`src/core/evi_defs.vh`:
```
/*
 event interrupt vectoring constants: vector addresses, ranks, reset values.
 assumes nothing beyond a verilog-2005 compiler; included by bare name.
*/
`ifndef EVI_DEFS_VH
`define EVI_DEFS_VH

`define EVI_VEC_RESET 16'h0000
`define EVI_VEC_BRKPT 16'h0004
`define EVI_VEC_TRACE 16'h0008
`define EVI_VEC_STKOV 16'h000C
`define EVI_VEC_DIVZ 16'h0010
`define EVI_VEC_URET 16'h0014
`define EVI_VEC_TRAP_BASE 16'h0040
`define EVI_VEC_EVT_BASE 16'h0080
`define EVI_VEC_PCA_CH_BASE 16'h00C0
`define EVI_VEC_SOFT_BASE 16'h00FC
`define EVI_VEC_SLOT 16'h0004

`define EVI_RANK_RESET 5'h00
`define EVI_RANK_EXC 5'h01
`define EVI_RANK_PCA_CH0 5'h11
`define EVI_RANK_TWOWIRE 5'h16
`define EVI_RANK_SOFT 5'h17

`define EVI_NUM_HW 17
`define EVI_NUM_SW 7
`define EVI_NUM_SRC 24
`define EVI_PRIO_W 4
`define EVI_PRIO_NONE 4'h0
`define EVI_VEC_RST_VAL 16'h0000

`endif

```
`src/core/evi_arbiter.v`:
```
/*
 priority arbiter over all event and software interrupt requests.
 assumes requests already gated by enables; highest priority above mask wins, lower source index on ties.
*/
`default_nettype none
`include "evi_defs.vh"

module evi_arbiter (
    input wire [`EVI_NUM_SRC-1:0] req,
    input wire [`EVI_NUM_SRC*`EVI_PRIO_W-1:0] prio,
    input wire [3:0] mask_level,
    output reg found,
    output reg [4:0] win_idx,
    output reg [3:0] win_prio
);
    integer i;
    reg [3:0] p;
    always @* begin
        found = 1'b0;
        win_idx = 5'h00;
        win_prio = `EVI_PRIO_NONE;
        p = 4'h0;
        // strictly greater keeps the lower index on ties
        for (i = 0; i < `EVI_NUM_SRC; i = i + 1) begin
            p = prio[i*`EVI_PRIO_W +: `EVI_PRIO_W];
            if (req[i] && (p > mask_level) && (!found || p > win_prio)) begin
                found = 1'b1;
                win_idx = i[4:0];
                win_prio = p;
            end
        end
    end
endmodule
`default_nettype wire

```
`src/core/evi_top.v`:
```
/*
 exception, trap and event interrupt vectoring with low-power wake-up.
 assumes synchronous flag inputs from peripherals and a core that takes vectors.
*/
`default_nettype none
`include "evi_defs.vh"

module evi_top (
    input wire clk,
    input wire rst,
    input wire reset_any,
    input wire exc_breakpoint,
    input wire exc_trace,
    input wire exc_stack_overflow,
    input wire exc_divide_zero,
    input wire exc_user_return,
    input wire trap_req,
    input wire [3:0] trap_num,
    input wire global_irq_enable,
    input wire [3:0] mask_level,
    input wire ext_irq0_flag,
    input wire ext_irq1_flag,
    input wire ext_irq0_enable,
    input wire ext_irq1_enable,
    input wire timer0_overflow_flag,
    input wire timer1_overflow_flag,
    input wire timer2_overflow_flag,
    input wire timer2_external_flag,
    input wire timer0_irq_enable,
    input wire timer1_irq_enable,
    input wire timer2_irq_enable,
    input wire pca_counter_overflow_flag,
    input wire [4:0] pca_ch_flag,
    input wire pca_global_irq_enable,
    input wire [4:0] pca_ch_irq_enable,
    input wire converter_done_flag,
    input wire converter_irq_enable,
    input wire uart0_rx_flag,
    input wire uart0_tx_flag,
    input wire uart1_rx_flag,
    input wire uart1_tx_flag,
    input wire uart0_rx_irq_enable,
    input wire uart0_tx_irq_enable,
    input wire uart1_rx_irq_enable,
    input wire uart1_tx_irq_enable,
    input wire twowire_event_flag,
    input wire twowire_irq_enable,
    input wire [7:0] priority_bank_a_reg0,
    input wire [7:0] priority_bank_a_reg1,
    input wire [7:0] priority_bank_a_reg2,
    input wire [7:0] priority_bank_a_reg3,
    input wire [7:0] priority_bank_a_reg4,
    input wire [7:0] priority_bank_a_reg5,
    input wire [7:0] priority_bank_b_reg0,
    input wire [7:0] priority_bank_b_reg1,
    input wire [7:0] priority_bank_b_reg2,
    input wire [7:1] soft_irq_request,
    input wire [7:1] soft_irq_enable,
    input wire idle_enter,
    input wire powerdown_enter,
    input wire vector_ack,
    output reg vector_valid_r,
    output reg [15:0] vector_addr_r,
    output reg [4:0] vector_rank_r,
    output reg [3:0] vector_prio_r,
    output reg is_event_r,
    output wire irq_pending,
    output reg core_stall_r,
    output reg osc_enable_r
);
    localparam ST_RUN = 3'b001;
    localparam ST_IDLE = 3'b010;
    localparam ST_PDOWN = 3'b100;

    reg [2:0] state_r;
    reg [2:0] state_nxt;

    function [15:0] slot_addr;
        input [15:0] base;
        input [4:0] idx;
        begin
            slot_addr = base + {9'h000, idx, 2'b00};
        end
    endfunction

    function [3:0] nib;
        input [7:0] r;
        input hi;
        begin
            nib = hi ? r[7:4] : r[3:0];
        end
    endfunction

    wire [`EVI_NUM_SRC-1:0] req;
    wire [`EVI_NUM_SRC*`EVI_PRIO_W-1:0] prio;
    wire g = global_irq_enable;

    assign req[0] = g & ext_irq0_enable & ext_irq0_flag;
    assign req[1] = g & timer0_irq_enable & timer0_overflow_flag;
    assign req[2] = g & ext_irq1_enable & ext_irq1_flag;
    assign req[3] = g & timer1_irq_enable & timer1_overflow_flag;
    assign req[4] = g & timer2_irq_enable & (timer2_overflow_flag | timer2_external_flag);
    assign req[5] = g & pca_global_irq_enable & (|pca_ch_flag | pca_counter_overflow_flag);
    assign req[6] = g & converter_irq_enable & converter_done_flag;
    assign req[7] = g & uart0_rx_irq_enable & uart0_rx_flag;
    assign req[8] = g & uart0_tx_irq_enable & uart0_tx_flag;
    assign req[9] = g & uart1_rx_irq_enable & uart1_rx_flag;
    assign req[10] = g & uart1_tx_irq_enable & uart1_tx_flag;
    assign req[15:11] = {5{g}} & pca_ch_irq_enable & pca_ch_flag;
    // flag held until software clears it; no auto clear here
    assign req[16] = g & twowire_irq_enable & twowire_event_flag;
    assign req[23:17] = {7{g}} & soft_irq_enable & soft_irq_request;

    assign prio[3:0] = nib(priority_bank_a_reg0, 1'b0);
    assign prio[7:4] = nib(priority_bank_a_reg0, 1'b1);
    assign prio[11:8] = nib(priority_bank_a_reg1, 1'b0);
    assign prio[15:12] = nib(priority_bank_a_reg1, 1'b1);
    assign prio[19:16] = nib(priority_bank_a_reg2, 1'b0);
    assign prio[23:20] = nib(priority_bank_a_reg2, 1'b1);
    assign prio[27:24] = nib(priority_bank_a_reg3, 1'b0);
    assign prio[31:28] = nib(priority_bank_a_reg4, 1'b0);
    assign prio[35:32] = nib(priority_bank_a_reg4, 1'b1);
    assign prio[39:36] = nib(priority_bank_a_reg5, 1'b0);
    assign prio[43:40] = nib(priority_bank_a_reg5, 1'b1);
    assign prio[47:44] = nib(priority_bank_b_reg0, 1'b0);
    assign prio[51:48] = nib(priority_bank_b_reg0, 1'b1);
    assign prio[55:52] = nib(priority_bank_b_reg1, 1'b0);
    assign prio[59:56] = nib(priority_bank_b_reg1, 1'b1);
    assign prio[63:60] = nib(priority_bank_b_reg2, 1'b0);
    assign prio[67:64] = nib(priority_bank_b_reg2, 1'b1);
    // software priorities fixed at index
    assign prio[95:68] = {4'h7, 4'h6, 4'h5, 4'h4, 4'h3, 4'h2, 4'h1};

    wire found;
    wire [4:0] win_idx;
    wire [3:0] win_prio;

    evi_arbiter u_arb (
        .req(req),
        .prio(prio),
        .mask_level(mask_level),
        .found(found),
        .win_idx(win_idx),
        .win_prio(win_prio)
    );

    assign irq_pending = found;

    // event index to vector and rank
    reg [15:0] evt_addr;
    reg [4:0] evt_rank;
    always @* begin
        evt_addr = `EVI_VEC_RESET;
        evt_rank = `EVI_RANK_RESET;
        case (win_idx)
            5'd0, 5'd1, 5'd2, 5'd3: begin
                // external and timer 0/1 slots follow the index
                evt_addr = slot_addr(`EVI_VEC_EVT_BASE, win_idx);
                evt_rank = win_idx + 5'd2;
            end
            5'd4, 5'd5, 5'd6: begin
                evt_addr = slot_addr(`EVI_VEC_EVT_BASE, win_idx);
                evt_rank = win_idx + 5'd2;
            end
            5'd7, 5'd8: begin
                // one empty slot before the uart group
                evt_addr = slot_addr(`EVI_VEC_EVT_BASE, win_idx + 5'd1);
                evt_rank = win_idx + 5'd2;
            end
            5'd9, 5'd10: begin
                evt_addr = slot_addr(`EVI_VEC_EVT_BASE, win_idx + 5'd1);
                evt_rank = win_idx + 5'd2;
            end
            5'd11, 5'd12, 5'd13, 5'd14, 5'd15: begin
                // channel slots from their own base
                evt_addr = slot_addr(`EVI_VEC_PCA_CH_BASE, win_idx - 5'd11);
                evt_rank = win_idx - 5'd11 + `EVI_RANK_PCA_CH0;
            end
            5'd16: begin
                evt_addr = slot_addr(`EVI_VEC_PCA_CH_BASE, 5'd5);
                evt_rank = `EVI_RANK_TWOWIRE;
            end
            default: begin
                // soft slots one through seven
                evt_addr = slot_addr(`EVI_VEC_SOFT_BASE, win_idx - 5'd16);
                evt_rank = `EVI_RANK_SOFT;
            end
        endcase
    end

    // exceptions outrank events; reset outranks all
    reg sel_valid;
    reg [15:0] sel_addr;
    reg [4:0] sel_rank;
    reg sel_evt;
    always @* begin
        sel_valid = 1'b1;
        sel_addr = `EVI_VEC_RESET;
        sel_rank = `EVI_RANK_EXC;
        sel_evt = 1'b0;
        if (reset_any) begin
            sel_rank = `EVI_RANK_RESET;
        end else if (exc_breakpoint) begin
            sel_addr = `EVI_VEC_BRKPT;
        end else if (exc_trace) begin
            sel_addr = `EVI_VEC_TRACE;
        end else if (exc_stack_overflow) begin
            sel_addr = `EVI_VEC_STKOV;
        end else if (exc_divide_zero) begin
            sel_addr = `EVI_VEC_DIVZ;
        end else if (exc_user_return) begin
            sel_addr = `EVI_VEC_URET;
        end else if (trap_req) begin
            sel_addr = slot_addr(`EVI_VEC_TRAP_BASE, {1'b0, trap_num});
        end else if (found) begin
            sel_addr = evt_addr;
            sel_rank = evt_rank;
            sel_evt = 1'b1;
        end else begin
            sel_valid = 1'b0;
        end
    end

    // wake from power-down via reset_any or an enabled ext irq above mask
    wire wake0 = g & ext_irq0_enable & ext_irq0_flag & (prio[3:0] > mask_level);
    wire wake1 = g & ext_irq1_enable & ext_irq1_flag & (prio[11:8] > mask_level);
    wire ext_wake = wake0 | wake1;

    always @* begin
        state_nxt = state_r;
        case (state_r)
            ST_RUN: begin
                if (powerdown_enter)
                    state_nxt = ST_PDOWN;
                else if (idle_enter)
                    state_nxt = ST_IDLE;
            end
            ST_IDLE: begin
                if (sel_valid)
                    state_nxt = ST_RUN;
            end
            ST_PDOWN: begin
                if (reset_any || ext_wake)
                    state_nxt = ST_RUN;
            end
            default: state_nxt = ST_RUN;
        endcase
    end

    wire take_new = !vector_valid_r || vector_ack;

    always @(posedge clk or posedge rst) begin
        if (rst) begin
            state_r <= ST_RUN;
            core_stall_r <= 1'b0;
            osc_enable_r <= 1'b1;
            vector_valid_r <= 1'b1;
            vector_addr_r <= `EVI_VEC_RST_VAL;
            vector_rank_r <= `EVI_RANK_RESET;
            vector_prio_r <= `EVI_PRIO_NONE;
            is_event_r <= 1'b0;
        end else begin
            state_r <= state_nxt;
            core_stall_r <= (state_nxt != ST_RUN);
            // oscillator off in power-down; held state untouched
            osc_enable_r <= (state_nxt != ST_PDOWN);
            // stalled core takes no vector; choice made again on wake
            if (state_nxt != ST_RUN) begin
                vector_valid_r <= 1'b0;
            end else if (take_new) begin
                vector_valid_r <= sel_valid;
            end
            if (take_new) begin
                vector_addr_r <= sel_addr;
                vector_rank_r <= sel_rank;
                vector_prio_r <= sel_evt ? win_prio : `EVI_PRIO_NONE;
                is_event_r <= sel_evt;
            end
        end
    end
endmodule
`default_nettype wire

```
`config.mk`:
```
export PLATFORM = sky130hd
export DESIGN_NAME = evi_top
export DESIGN_NICKNAME = d
export VERILOG_FILES = /design/src/core/evi_arbiter.v /design/src/core/evi_top.v
export VERILOG_INCLUDE_DIRS = /design/src /design/src/core
export SDC_FILE = /design/constraint.sdc
export NUM_CORES = 1
export LEC_CHECK = 0
export ABC_CLOCK_PERIOD_IN_PS = 11000
export BUFFER_PORTS_ARGS = -buffer_cell sky130_fd_sc_hd__buf_2
export CORE_MARGIN = 4
export CORE_UTILIZATION = 40
export CTS_CLUSTER_SIZE = 25
export DETAILED_ROUTE_END_ITERATION = 8
export SETUP_SLACK_MARGIN = 0.5
export SYNTH_ARGS = -nofsm -noshare
export SYNTH_HDL_FRONTEND = slang
export SYNTH_HIERARCHICAL = 1
export SYNTH_SLANG_ARGS = --single-unit
```
`constraint.sdc`:
```
create_clock -name clk -period 11 [get_ports clk]
set_input_delay 2.75 -clock clk [delete_from_list [all_inputs] [get_ports clk]]
set_output_delay 2.75 -clock clk [all_outputs]
set_load 0.01 [all_outputs]
```
==> impl.org, run 1 <==
** Timing
- The number of pins exceeding their max-slew limit in the final report came to 0.
- At the pin with the least slew margin, the transition time is around 0.99 ns.
- For the final routed database, the setup TNS stands at -422.64 ns.
- Measured against its own limit, the worst slew margin works out to 0.334.
- Setup violations remaining at the end of the flow were counted as 16.
- In the finished design, the share of the clock period the worst path needs comes to 3.44.
- Based on the critical path, the design can be clocked at up to approximately 26 MHz.
- After layout, the worst setup slack is -26.80 ns.
- Setup repair after global routing could not meet its margin everywhere.
- Final hold violation count :: 0
- Worst clock skew on the final layout :: 0.00115 ns
- After layout, the minimum clock period comes to 37.80 ns.

** Floorplan
- Overall die height :: roughly 160 microns
- Area of the die :: 26800 sq um
- For this configuration, the core starts out at a cell density of 0.409.
- approximately 170 I/O pins were placed.
- The core region is 23700 sq um.
- In this run the horizontal extent of the chip is around 160 microns.
- Cell row count :: 56

** Logic synthesis
- Most used flip-flop cell after synthesis :: sky130_fd_sc_hd__dfrtp_1
- Post-synth ARST share :: 1.00
- Synth Cell Area :: slightly below 10000 sq um
- Sequential element share of the synthesized area :: 0.0597
- In this run, distinct cell masters in the synthesized netlist total roughly 120.
- Warning count from the yosys run :: 6
- Synthesis handed over a netlist of between 1000 and 1500 instances.
- After synthesis, the cell types taking the most area are sky130_fd_sc_hd__ha_1 25%, sky130_fd_sc_hd__dfrtp_1 5.2%, sky130_fd_sc_hd__a21oi_1 5.0%, sky130_fd_sc_hd__inv_1 4.4%, sky130_fd_sc_hd__o21ai_0 3.7%.
- Proportion of netlist area held by the largest area contributor :: 0.249
- Post-synth EDFFs :: 0
- After synthesis the netlist holds a flip-flop and latch count of 23.
- Mean instance size in the synthesized netlist :: 7.59 sq um
- Of all cell types, the one taking the most synthesized area is sky130_fd_sc_hd__ha_1.

** Pwr
- The share of total power dissipated in the clock network is 0.030.
- Of the total power, registers draw 0.043.
- VDD sags by at most 107 uV.
- The analysis attributes to cell leakage a power of 0.00851 uW.
- The analysis attributes to net switching a power of 1160 uW.
- Pint :: 1370 uW
- Part of the power in combinational logic :: 0.926
- Dividing total power by cell area gives a power density of 143 nW/um^2.
- Switch share :: 0.459

** GRT
- For this run the aggregate overflow at the end of global routing stands at 0.
- Maximum number of pins on one net before global-route repair :: 26
- Antenna violations before repair :: 2
- The via count of the first global-routing pass is around 13000.
- For this run, the total global-route usage over all layers was measured as 0.271.
- Wire length of the first global-routing pass :: 61.4 mm

** Layout
- Relative to the synthesized area, the layout overhead comes to 81.7%.
- In the final layout, the multi-input gates occupy roughly 11000 sq um.
- Of the cells placed in the final design, the portion with a size suffix greater than 1 is 0.522.
- The layout has 1759 filler cells.
- Layout net count :: 2421
- Fin cells :: between 2000 and 2500
- Area of all sequential standard cells :: about 580 sq um

** Flow run
- Max-cap violations in this run came to 0.

** Routing
- After detailed routing, the number of remaining DRC violations is 0.
- Via count :: 13500
- Total wire length :: around 42 mm
- Dividing the detail-routed wire length by the instance count gives 17.4 microns.
- The first TritonRoute pass finished after 7 iterations.
- Drt initial violations :: a little over 800
- The detail route stage leaves a number of antenna-violating nets equal to 0.
- Via density per instance :: 5.59

** Place
- Summed over all nets, the half-perimeter wirelength after detailed placement is 29.0 mm.
- Port Buf Inserts :: 158
- In this run, placement finished with an instance count of 2238.
- Routability-driven placement finished with a final weighted congestion of 0.931.

** Clock network
- TritonCTS built the clock tree.
- Maximum root-to-sink buffer count :: 2
- Clock tree synthesis found a total of 23 sinks.
- Root buffer selected by CTS :: sky130_fd_sc_hd__clkbuf_16
- Number of buffers added by the clock tree synthesis step :: 3
- Worst-Skew Late Latency :: 0.25 ns
- Hold-fix buffers, CTS :: 0
- Worst-path clk slew :: about 0.06 ns
- In this run the number of H-tree levels came out at 1.

** Setup path
- Critical Path Start Type :: input pin
- STA classifies the critical path endpoint as a flip-flop.
- In this run the worst path has a maximum fanout of 7.
- CP max stage cell :: sky130_fd_sc_hd__a2111oi_4
- STA puts the critical path data arrival time at 37.93 ns.
- Critical path start-end classification :: in2reg
- Setup slack, reg-to-reg :: a little under 9 ns
- Required time of the critical path :: 11.13 ns
- Worst path most repeated cell :: sky130_fd_sc_hd__a21oi_2
- Largest stage delay, worst path :: 0.50 ns

** Run status
- The run finished, with violations left.
- Violations in the final reports :: negative setup slack

** Worst hold path
- In this run the worst hold path is classified as reg2reg.
-- metrics by stage --
step | util | hold WS (ns) | total power [uW] | setup WS, ns | area, sq um
finish | 0.744 | 0.472 | 2530 | -26.80 | 17600
global route | 0.744 | 0.500 | 2690 | -28.34 | 17600
CTS | 0.690 | 0.473 | 2140 | -25.14 | 16300
detailed placement | 0.628 | 0.460 | 1780 | -26.38 | 14900
global placement | 0.628 | 0.454 | 1750 | -25.27 | 14900
floorplan | - | 0.435 | 1140 | -25.61 | 10800
-- Yosys cell counts, types with 15 or more instances --
master                     count
sky130_fd_sc_hd__a21oi_1      97
sky130_fd_sc_hd__and3_1       32
sky130_fd_sc_hd__o21a_1       37
sky130_fd_sc_hd__nand4_1      28
sky130_fd_sc_hd__and2_1       15
sky130_fd_sc_hd__inv_1       114
sky130_fd_sc_hd__a21o_1       18
sky130_fd_sc_hd__nor2_1       68
sky130_fd_sc_hd__nand3_1      43
sky130_fd_sc_hd__o211ai_1     29
sky130_fd_sc_hd__ha_1        193
sky130_fd_sc_hd__nor3_1       24
sky130_fd_sc_hd__nor2b_1      36
sky130_fd_sc_hd__o21ai_0      71
sky130_fd_sc_hd__nand2_1      74
sky130_fd_sc_hd__nand2b_1     23
sky130_fd_sc_hd__o21ai_1      15
sky130_fd_sc_hd__dfrtp_1      20
-- power groups by stage --
stage	Combinational (uW)	Sequential (uW)	Clock, uW
5_1_grt	2500	111	81.3
2_1_floorplan	1030	113	0
4_1_cts	1960	109	77.8
3_3_place_gp	1640	111	0
6_report	2340	109	76.6
3_5_place_dp	1670	110	0
-- worst max-delay path: cells and delay by family --
family,cells,cell delay [ns]
fa+ha+maj,26,6.37
buf+inv,26,3.12
compound gates,112,18.90
mux,3,0.98
simple gates,43,5.74
-- flip-flops by register name, summed over array words and instances, names as in the netlist --
name	flops
core_stall_r	1
is_event_r	1
osc_enable_r	1
state_r	3
vector_addr_r	7
vector_prio_r	4
vector_rank_r	5
vector_valid_r	1
-- logic make-up (layout without fill, tap and decap cells) --
kind of cell               count (synthesis)  count (layout)  synth area share
buffers and inverters                    147             850            0.0666
other                                      2             108          0.000774
and+or+nand+nor                          416             416             0.235
DFF                                       23              23            0.0597
adders and majority gates                193             193             0.249
AOI/OAI and AO/OA                        476             476             0.365
muxes                                     17              17            0.0201
xor gates and xnor gates                   4               4           0.00361
-- path summary, 6_finish.rpt --
check	from	endpoint	depth (start not counted)
min in group asynchronous	rst	core_stall_r$_DFF_PP0_	2
worst max-delay path	mask_level[1]	vector_rank_r[2]$_DFFE_PP0P_	210
max in group asynchronous	rst	vector_rank_r[1]$_DFFE_PP0P_	2
worst min register to register	state_r[2]$_DFF_PP0_	state_r[1]$_DFF_PP0_	1
worst max register to register	vector_valid_r$_DFFE_PP1P_	vector_addr_r[5]$_DFFE_PP0P_	4
worst min-delay path	state_r[2]$_DFF_PP0_	state_r[1]$_DFF_PP0_	1
-- area by class of cell --
cell class                      count  share of cell area
Multi-Input combinational cell   1212               0.613
Timing Repair Buffer              731               0.300
Sequential cell                    23              0.0329
Inverter                          115              0.0262
Tap cell                          319              0.0227
Clock buffer                        4             0.00447
Antenna cell                        2            0.000284
-- timing repair --
action	CTS	global route
pin swaps	144	171
setup buffers	100	62
setup endpoints to repair	17	17
resized for setup	131	157
-- cells in the final DEF (no fill, tap or decap), types with 7 or more instances in the layout --
cell type / netlist / layout
sky130_fd_sc_hd__nor3_1: 24 / 19
sky130_fd_sc_hd__inv_2: 0 / 12
sky130_fd_sc_hd__nand2b_1: 23 / 19
sky130_fd_sc_hd__nor3b_1: 8 / 8
sky130_fd_sc_hd__nand2_1: 74 / 65
sky130_fd_sc_hd__nor2_1: 68 / 57
sky130_fd_sc_hd__o21ai_4: 0 / 7
sky130_fd_sc_hd__ha_4: 0 / 41
sky130_fd_sc_hd__a22o_1: 11 / 11
sky130_fd_sc_hd__a21oi_1: 97 / 57
sky130_fd_sc_hd__nor2b_1: 36 / 25
sky130_fd_sc_hd__buf_4: 11 / 534
sky130_fd_sc_hd__ha_1: 193 / 145
sky130_fd_sc_hd__buf_6: 1 / 34
sky130_fd_sc_hd__conb_1: 2 / 106
sky130_fd_sc_hd__o31ai_4: 1 / 8
sky130_fd_sc_hd__and3_1: 32 / 28
sky130_fd_sc_hd__o21ai_2: 4 / 25
sky130_fd_sc_hd__o22ai_1: 14 / 11
sky130_fd_sc_hd__or2_2: 11 / 7
sky130_fd_sc_hd__ha_2: 0 / 7
sky130_fd_sc_hd__o21a_1: 37 / 35
sky130_fd_sc_hd__inv_1: 114 / 97
sky130_fd_sc_hd__buf_2: 9 / 157
sky130_fd_sc_hd__and2_1: 15 / 9
sky130_fd_sc_hd__o21ai_0: 71 / 30
sky130_fd_sc_hd__a21o_1: 18 / 18
sky130_fd_sc_hd__a21oi_2: 2 / 36
sky130_fd_sc_hd__o221a_2: 13 / 13
sky130_fd_sc_hd__o211a_1: 9 / 8
sky130_fd_sc_hd__nor2b_4: 0 / 10
sky130_fd_sc_hd__nor2_2: 0 / 7
sky130_fd_sc_hd__nand2_2: 3 / 10
sky130_fd_sc_hd__dfrtp_1: 20 / 20
sky130_fd_sc_hd__nand4_1: 28 / 28
sky130_fd_sc_hd__nand3_1: 43 / 37
sky130_fd_sc_hd__o211ai_1: 29 / 29
sky130_fd_sc_hd__o21ai_1: 15 / 28
-- metal layers --
| metal | share of wire | track usage |
|---|---|---|
| met1 | 0.41 | 0.332 |
| met2 | 0.51 | 0.508 |
| met3 | 0.042 | 0.0133 |
| met4 | 0.043 | 0.0862 |
| met5 | 0 | 0 |
Power figures use the tool's default switching activity.
==> run 2, diff against run 1 <==
--- a/config.mk
+++ b/config.mk
@@ -13,6 +13,7 @@
 export CTS_CLUSTER_SIZE = 25
 export DETAILED_ROUTE_END_ITERATION = 8
 export SETUP_SLACK_MARGIN = 0.5
+export SKIP_LAST_GASP = 1
 export SYNTH_ARGS = -nofsm -noshare
 export SYNTH_HDL_FRONTEND = slang
 export SYNTH_HIERARCHICAL = 1
==> run 2 against run 1 <==
The flow still finishes with violations (negative setup slack). Wire length grew 0.22%. Register-to-register slack is essentially flat. Flip-flop and latch count is the same. Sequential power is essentially flat. Worst setup slack gained 0.096 ns. Critical endpoint unchanged.
==> impl.org, run 2 (synthesized netlist as in run 1, its figures left out) <==
** Layout
- In the final layout, the multi-input gates occupy 10800 sq um.
- The largest registers in the layout are vector_addr_r x7, vector_rank_r x5, vector_prio_r x4.
- Cell area after layout :: 17600 sq um
- The filler cells instantiated in the layout total roughly 1800.
- Fraction of layout instances using a drive strength above 1 :: 0.521
- After the last flow step, the layout net total stands at 2425.
- Number of flip-flops under the largest register name :: 7
- Area of all sequential standard cells :: 579 sq um
- The area growth from synthesis to layout is 81.5%.
- Leaving out fill and tap cells, the most frequent cell in the layout is sky130_fd_sc_hd__buf_4.
- Highest-count cells in the layout ignoring fill and taps :: 546 x sky130_fd_sc_hd__buf_4, 157 x sky130_fd_sc_hd__buf_2, 144 x sky130_fd_sc_hd__ha_1
- More flip-flops sit in one register than any other, and that register is vector_addr_r.

** Setup path
- Worst path most repeated cell :: sky130_fd_sc_hd__a21oi_2
- The critical path is of the in2reg type.
- CP Capture Type :: flip-flop
- Setup slack, reg-to-reg :: 8.78 ns
- Biggest fanout along the worst timing path :: 7
- In this run the critical register-to-register path is captured at vector_addr_r[5]$_DFFE_PP0P_.
- Critical Path Start Type :: input pin
- Grouping stages by cell kind, the critical path spends the most delay in compound AO/OA/AOI/OAI gates.
- Largest stage delay, worst path :: approximately 0.45 ns
- Together, buffers and inverters on the worst path number 23.
- Worst endpoint data arrival time :: 37.84 ns
- STA puts the critical path data required time at 11.13 ns.
- Startpoint of the worst register-to-register path :: vector_valid_r$_DFFE_PP1P_
- Counting cells, the worst reg-to-reg path comes to 4.
- The largest individual stage delay along the critical path comes from the cell sky130_fd_sc_hd__a222oi_1.

** Floorplan
- Initial Utilization :: 0.409
- Row generation in the floorplan step produced 56 rows.
- The die covers 26800 sq um.
- Measured along the x axis, the die boundary spans 164 microns.
- I/O pin cnt :: 172
- Placeable core region :: 23700 sq um
- Overall die height :: roughly 160 microns

** Place
- Routability-driven placement finished with a final weighted congestion of 0.931.
- Cell Area, Placed :: ~15000 sq um
- Port buffering added 158 buffers.
- The HPWL after detailed placement is 29.0 mm.

** GRT
- Via count of the first global-routing pass :: 13000
- Wire length of the first global-routing pass :: approximately 60 mm
- After global routing the overflow that remains totals 0.
- The number of antenna violations at the first check in global routing came to 2.
- Maximum number of pins on one net before global-route repair :: 26
- Global router's overall resource usage :: 0.271

** Routing
- Final routed wire length divided by cell count :: roughly 17 microns
- Before antenna repair, the detailed router went through 8 iterations.
- For this block, the routed nets add up to 41.9 mm of wire.
- DRT antenna net count :: 0
- Via count :: 13500
- DR DRC count :: 0
- Using the TritonRoute via totals, the vias-per-cell ratio works out to between 5 and 6.
- Drt initial violations :: around 960

** Pwr
- Leakage power :: 0.00851 uW
- VDD sags by at most 111 uV.
- The completed layout was analyzed and its total power is approximately 2500 uW.
- Pwr/cell area :: 143 nW/um^2

** Clock network
- Number of buffers added by the clock tree synthesis step :: 3
- In this run the deepest clock path goes through 2 buffers.
- After clock tree synthesis, the clock-pin slew on the worst setup and hold paths is 0.06 ns.
- The clock net in this run drives a total of 23 sinks.
- Root buffer selected by CTS :: sky130_fd_sc_hd__clkbuf_16
- Hold-fix buffers, CTS :: 0
- H-Tree Depth :: 1
- The clock reaches the later pin of the worst-skew pair after approximately 0.25 ns.
- Clock tree from TritonCTS :: built

** Worst hold path
- The worst hold path belongs to the class reg2reg.
- The worst hold path begins at state_r[2]$_DFF_PP0_.
- Cell depth of the worst hold path :: 1
- For hold timing, the worst endpoint is state_r[1]$_DFF_PP0_.

** Timing
- Slew Limit Fails :: 0
- For this run, the top clock speed supported by timing is 26.5 MHz.
- Setup violations remaining at the end of the flow were counted as 16.
- Period utilization :: 3.43
- Setup repair after global routing could not meet its margin everywhere.
- The number of endpoints with negative hold slack in the final report came to 0.
- Worst Max-Slew Pin Slew :: 0.993 ns
- Worst clock skew on the final layout :: around 0.0039 ns
- The worst path in the final design needs a cycle of 37.70 ns, including I/O delays and setup.
- Setup slack after layout :: -26.70 ns
- The worst pin sits at a relative slew slack of 0.335.

** Run status
- The checks that failed: negative setup slack.
- Run status :: finished, violations left

** Flow run
- The tool flagged a number of max-cap violations equal to 0.
## run 2: cell count changes in the layout (fill, tap and decap cells not counted), moves of 2 or more
cell and change:
sky130_fd_sc_hd__buf_6 -7, sky130_fd_sc_hd__buf_4 +12, sky130_fd_sc_hd__or4_1 +3, sky130_fd_sc_hd__or4_4 -3, sky130_fd_sc_hd__nor2b_1 -2, sky130_fd_sc_hd__and2_1 +2, sky130_fd_sc_hd__and2_4 -2, sky130_fd_sc_hd__buf_12 -2
## run 2: worst reg2reg max path, delay by kind of cell (launching register included)
family	cells	cell delay [ns]
simple gates	3	1.23
flops	1	0.52
compound gates	1	0.35
## run 2: final cells by class
cell class              instances  area share
diodes                          2    0.000284
clock buffers                   4     0.00448
inverters                     115      0.0262
multi-input cells            1212       0.614
flip-flops and latches         23      0.0329
well taps                     319      0.0227
repair buffers                735       0.300
## run 2: power breakdown
part | switching (uW) | internal [uW] | total, uW
Combinational | 1120 | 1210 | 2330
Clock | 27.5 | 49.4 | 76.8
Sequential | 8.09 | 101 | 109
Total | 1160 | 1360 | 2520
## run 2: what timing repair did
action / CTS / global route
pin swaps: 144 / 170
buffers inserted: 100 / 66
resized for setup: 124 / 152
setup endpoints to repair: 17 / 17
## run 2: metrics by stage
stage	hold slack, ns	worst slack [ns]	setup TNS, ns	utilization	instances
2_1_floorplan	0.435	-25.61	-402.61	-	1382
3_3_place_gp	0.454	-25.27	-397.62	0.628	2238
3_5_place_dp	0.460	-26.38	-413.96	0.628	2238
4_1_cts	0.473	-25.14	-396.53	0.689	2342
5_1_grt	0.501	-28.15	-444.58	0.743	2410
6_report	0.472	-26.70	-422.14	0.743	2410
## run 2: per-layer routing
metal | vias to the layer above | global-route usage | share of wire
met5 | - | 0 | 0
met4 | 0 | 0.0900 | 0.043
met3 | 145 | 0.0156 | 0.042
met2 | 491 | 0.504 | 0.50
met1 | 6387 | 0.330 | 0.41
li1 | 6492 | - | -
## run 2: worst max path at each step
stage / startpoint / end / cells after the start
after floorplan: mask_level[1] / vector_addr_r[5]$_DFFE_PP0P_ / 205
after global placement: mask_level[1] / vector_addr_r[4]$_DFFE_PP0P_ / 207
after detailed placement: mask_level[1] / vector_addr_r[4]$_DFFE_PP0P_ / 203
after CTS: mask_level[1] / vector_addr_r[4]$_DFFE_PP0P_ / 214
after global routing: mask_level[1] / vector_rank_r[2]$_DFFE_PP0P_ / 210
final: mask_level[1] / vector_rank_r[2]$_DFFE_PP0P_ / 211
==> run 3, diff against run 2 <==
--- a/config.mk
+++ b/config.mk
@@ -8,7 +8,7 @@
 export LEC_CHECK = 0
 export ABC_CLOCK_PERIOD_IN_PS = 11000
 export BUFFER_PORTS_ARGS = -buffer_cell sky130_fd_sc_hd__buf_2
-export CORE_MARGIN = 4
+export CORE_MARGIN = 2
 export CORE_UTILIZATION = 40
 export CTS_CLUSTER_SIZE = 25
 export DETAILED_ROUTE_END_ITERATION = 8
==> run 3 against run 2 <==
The run still ends with negative setup slack left. Highest routed layer unchanged. Power fell by 6.3%. Critical path depth fell by 3. Largest cell class unchanged. Combinational power fell by 7%. Largest power group unchanged. Critical path type unchanged.
==> impl.org, run 3 (synthesized netlist as in run 1, its figures left out) <==
** Pwr
- VDD sags by at most 97.3 uV.
- For this design the ratio of total power to cell area is 139 nW/um^2.
- Leakage power :: 0.00828 uW
- The completed layout was analyzed and its total power is 2360 uW.

** Setup path
- Logic depth of the worst register-to-register path :: 4
- Worst path most repeated cell :: sky130_fd_sc_hd__a21oi_2
- Data on the critical path arrives at its endpoint at about 37 ns.
- The worst setup path is captured at a flip-flop.
- The largest single stage delay on the critical path is between 0.4 and 0.5 ns.
- The startpoint identified for the worst register-to-register timing path is vector_valid_r$_DFFE_PP1P_.
- Required time of the critical path :: 11.14 ns
- Worst flop-to-flop path endpoint :: vector_addr_r[5]$_DFFE_PP0P_
- Across all register-to-register paths, the minimum setup slack is 8.76 ns.
- CP max stage cell :: sky130_fd_sc_hd__o41ai_4
- Critical path start-end classification :: in2reg
- Critical Path Start Type :: input pin
- In this run the worst path has a maximum fanout of 7.

** GRT
- Wire length of the first global-routing pass :: 59.1 mm
- Global router's overall resource usage :: 0.272
- Entering global routing, the biggest net connects 26 pins.
- Antenna violations before repair :: 0
- Total congestion overflow :: 0
- Via count of the first global-routing pass :: 12600

** Timing
- For the pin with the worst max-slew slack, the measured transition is between 1 and 1.5 ns.
- Setup slack on the critical path of the routed design comes to -25.66 ns.
- Slew Limit Fails :: 0
- Worst rel slew slack :: 0.320
- Subtracting the final worst setup slack from the clock period gives 36.66 ns.
- Period utilization :: 3.33
- Setup violations remaining at the end of the flow were counted as 17.
- Hold_ws :: 0.471 ns
- Worst clock skew on the final layout :: about 0.0025 ns
- The number of endpoints with negative hold slack in the final report is 0.
- Setup repair after global routing could not meet its margin everywhere.
- Maximum clock frequency :: around 27 MHz

** Floorplan
- Overall die height :: 160 microns
- I/O pin cnt :: 172
- Cell row count :: 56
- Area of the die :: 25500 sq um
- For this configuration, the core starts out at a cell density of 0.411.
- Die X :: 160 microns
- After floorplanning, the core was sized to cover 23600 sq um.

** Routing
- For this block, the routed nets add up to 37.8 mm of wire.
- Dividing the detail-routed via count by the number of cells gives ~5.5.
- Number of iterations in the first detailed-routing pass :: 5
- The count of nets left with antenna violations once routing finished came out at 0.
- Drt initial violations :: around 740
- DR DRC count :: 0
- Final routed wire length divided by cell count :: 15.9 microns
- Via count :: 12900

** Clock network
- Worst-Skew Late Latency :: approximately 0.25 ns
- Hold-fix buffers, CTS :: 0
- Clock tree synthesis inserted a total of 3 buffers.
- TritonCTS built the clock tree.
- Clock tree synthesis found a total of 23 sinks.
- Root buffer selected by CTS :: sky130_fd_sc_hd__clkbuf_16
- The longest clock path from root to sink contains 2 buffers.
- CTS built an H-tree with a depth of 1.
- Worst-path clk slew :: 0.06 ns

** Layout
- Fraction of layout instances using a drive strength above 1 :: 0.496
- The register with the most flip-flops in the layout has 7 of them.
- Ranked by flip-flop count, first place goes to vector_addr_r.
- The net count of the finished layout is 2385.
- 0 antenna diodes ended up in the layout.
- Most frequent standard cell in the layout excluding fill and tap cells :: sky130_fd_sc_hd__buf_4
- Summing all non-filler instances in the final layout gives an area of between 15000 and 20000 sq um.
- The library cells used most frequently in the layout, excluding fill and tap cells, are 515 x sky130_fd_sc_hd__buf_4, 157 x sky130_fd_sc_hd__buf_2, 150 x sky130_fd_sc_hd__ha_1.
- Fin cells :: 2368
- The area growth from synthesis to layout is 75.6%.
- The largest registers in the layout are vector_addr_r x7, vector_rank_r x5, vector_prio_r x4.

** Worst hold path
- Critical hold path startpoint :: state_r[2]$_DFF_PP0_
- The tightest min-delay check is of the reg2reg type.
- Cell depth of the worst hold path :: 1
- For hold timing, the worst endpoint is state_r[1]$_DFF_PP0_.

** Place
- Port Buf Inserts :: approximately 160
- After legalization and detailed placement, the total HPWL measured 28.9 mm.
- After detailed placement, the total cell area comes to 15000 sq um.
- The congestion estimate from routability-driven global placement came to slightly above 0.9.
- Cell Count Post-Placement :: 2263
- Prior to clock tree synthesis, the placed netlist has a worst setup slack of -26.13 ns.

** Flow run
- Max-capacitance violation count :: 0

** Run status
- Run status :: finished, violations left
- Violations in the final reports :: negative setup slack
==> run 3: changes by cell type in the layout (fill, tap and decap cells not counted), moves of 4 or more <==
cell                      previous run  this run
sky130_fd_sc_hd__buf_4             546       515
sky130_fd_sc_hd__buf_6              27        22
sky130_fd_sc_hd__ha_1              144       150
sky130_fd_sc_hd__o31ai_4             8         4
sky130_fd_sc_hd__a21oi_1            57        64
sky130_fd_sc_hd__a21oi_2            36        32
sky130_fd_sc_hd__o21ai_2            24        20
sky130_fd_sc_hd__nor2_1             57        62
==> run 3: area by class of cell <==
type,instances,area [sq um]
multi-input combinational,1212,10600
sequential,23,579
fill,1844,6590
inverter,115,464
timing repair buffer,695,4910
clock buffer,4,78.8
tap,319,399
==> run 3: where the power goes <==
part           switching, uW  total, uW  internal [uW]
Clock                   27.6       76.9           49.4
Sequential              8.01        109            101
Combinational           1040       2170           1140
==> run 3: worst max-delay path by stage <==
stage	to	startpoint	cells past startpoint
finish	vector_rank_r[0]$_DFFE_PP0P_	mask_level[1]	208
global route	vector_addr_r[4]$_DFFE_PP0P_	mask_level[1]	209
CTS	vector_addr_r[6]$_DFFE_PP0P_	mask_level[1]	209
detailed placement	vector_addr_r[6]$_DFFE_PP0P_	mask_level[1]	207
global placement	vector_rank_r[2]$_DFFE_PP0P_	mask_level[1]	208
floorplan	vector_addr_r[5]$_DFFE_PP0P_	mask_level[1]	205
==> run 3: repair_timing <==
item / 4_1_cts / 5_1_grt
resized for setup: 118 / 105
setup endpoints to repair: 17 / 17
buffers inserted: 62 / 39
pin swaps: 88 / 96
==> run 3: per-layer routing <==
layer / global-route usage / vias up / routed length (microns)
met2: 0.511 / 352 / 19000
met1: 0.328 / 6072 / 16000
met5: 0 / - / 0
met3: 0.0161 / 89 / 1390
met4: 0.0934 / 0 / 1380
li1: - / 6416 / -
==> run 3: critical path: cells and delay by family <==
family | cells | cell delay, ns
AOI/OAI and AO/OA | 114 | 18.62
adders and majority gates | 25 | 6.14
buffers and inverters | 20 | 2.02
muxes | 4 | 0.98
and+or+nand+nor | 45 | 6.20
==> run 3: metrics by stage <==
step / setup TNS (ns) / util
6_report: -405.00 / 0.721
2_1_floorplan: -402.61 / -
5_1_grt: -435.95 / 0.721
4_1_cts: -390.45 / 0.687
3_5_place_dp: -412.83 / 0.637
3_3_place_gp: -399.89 / 0.637
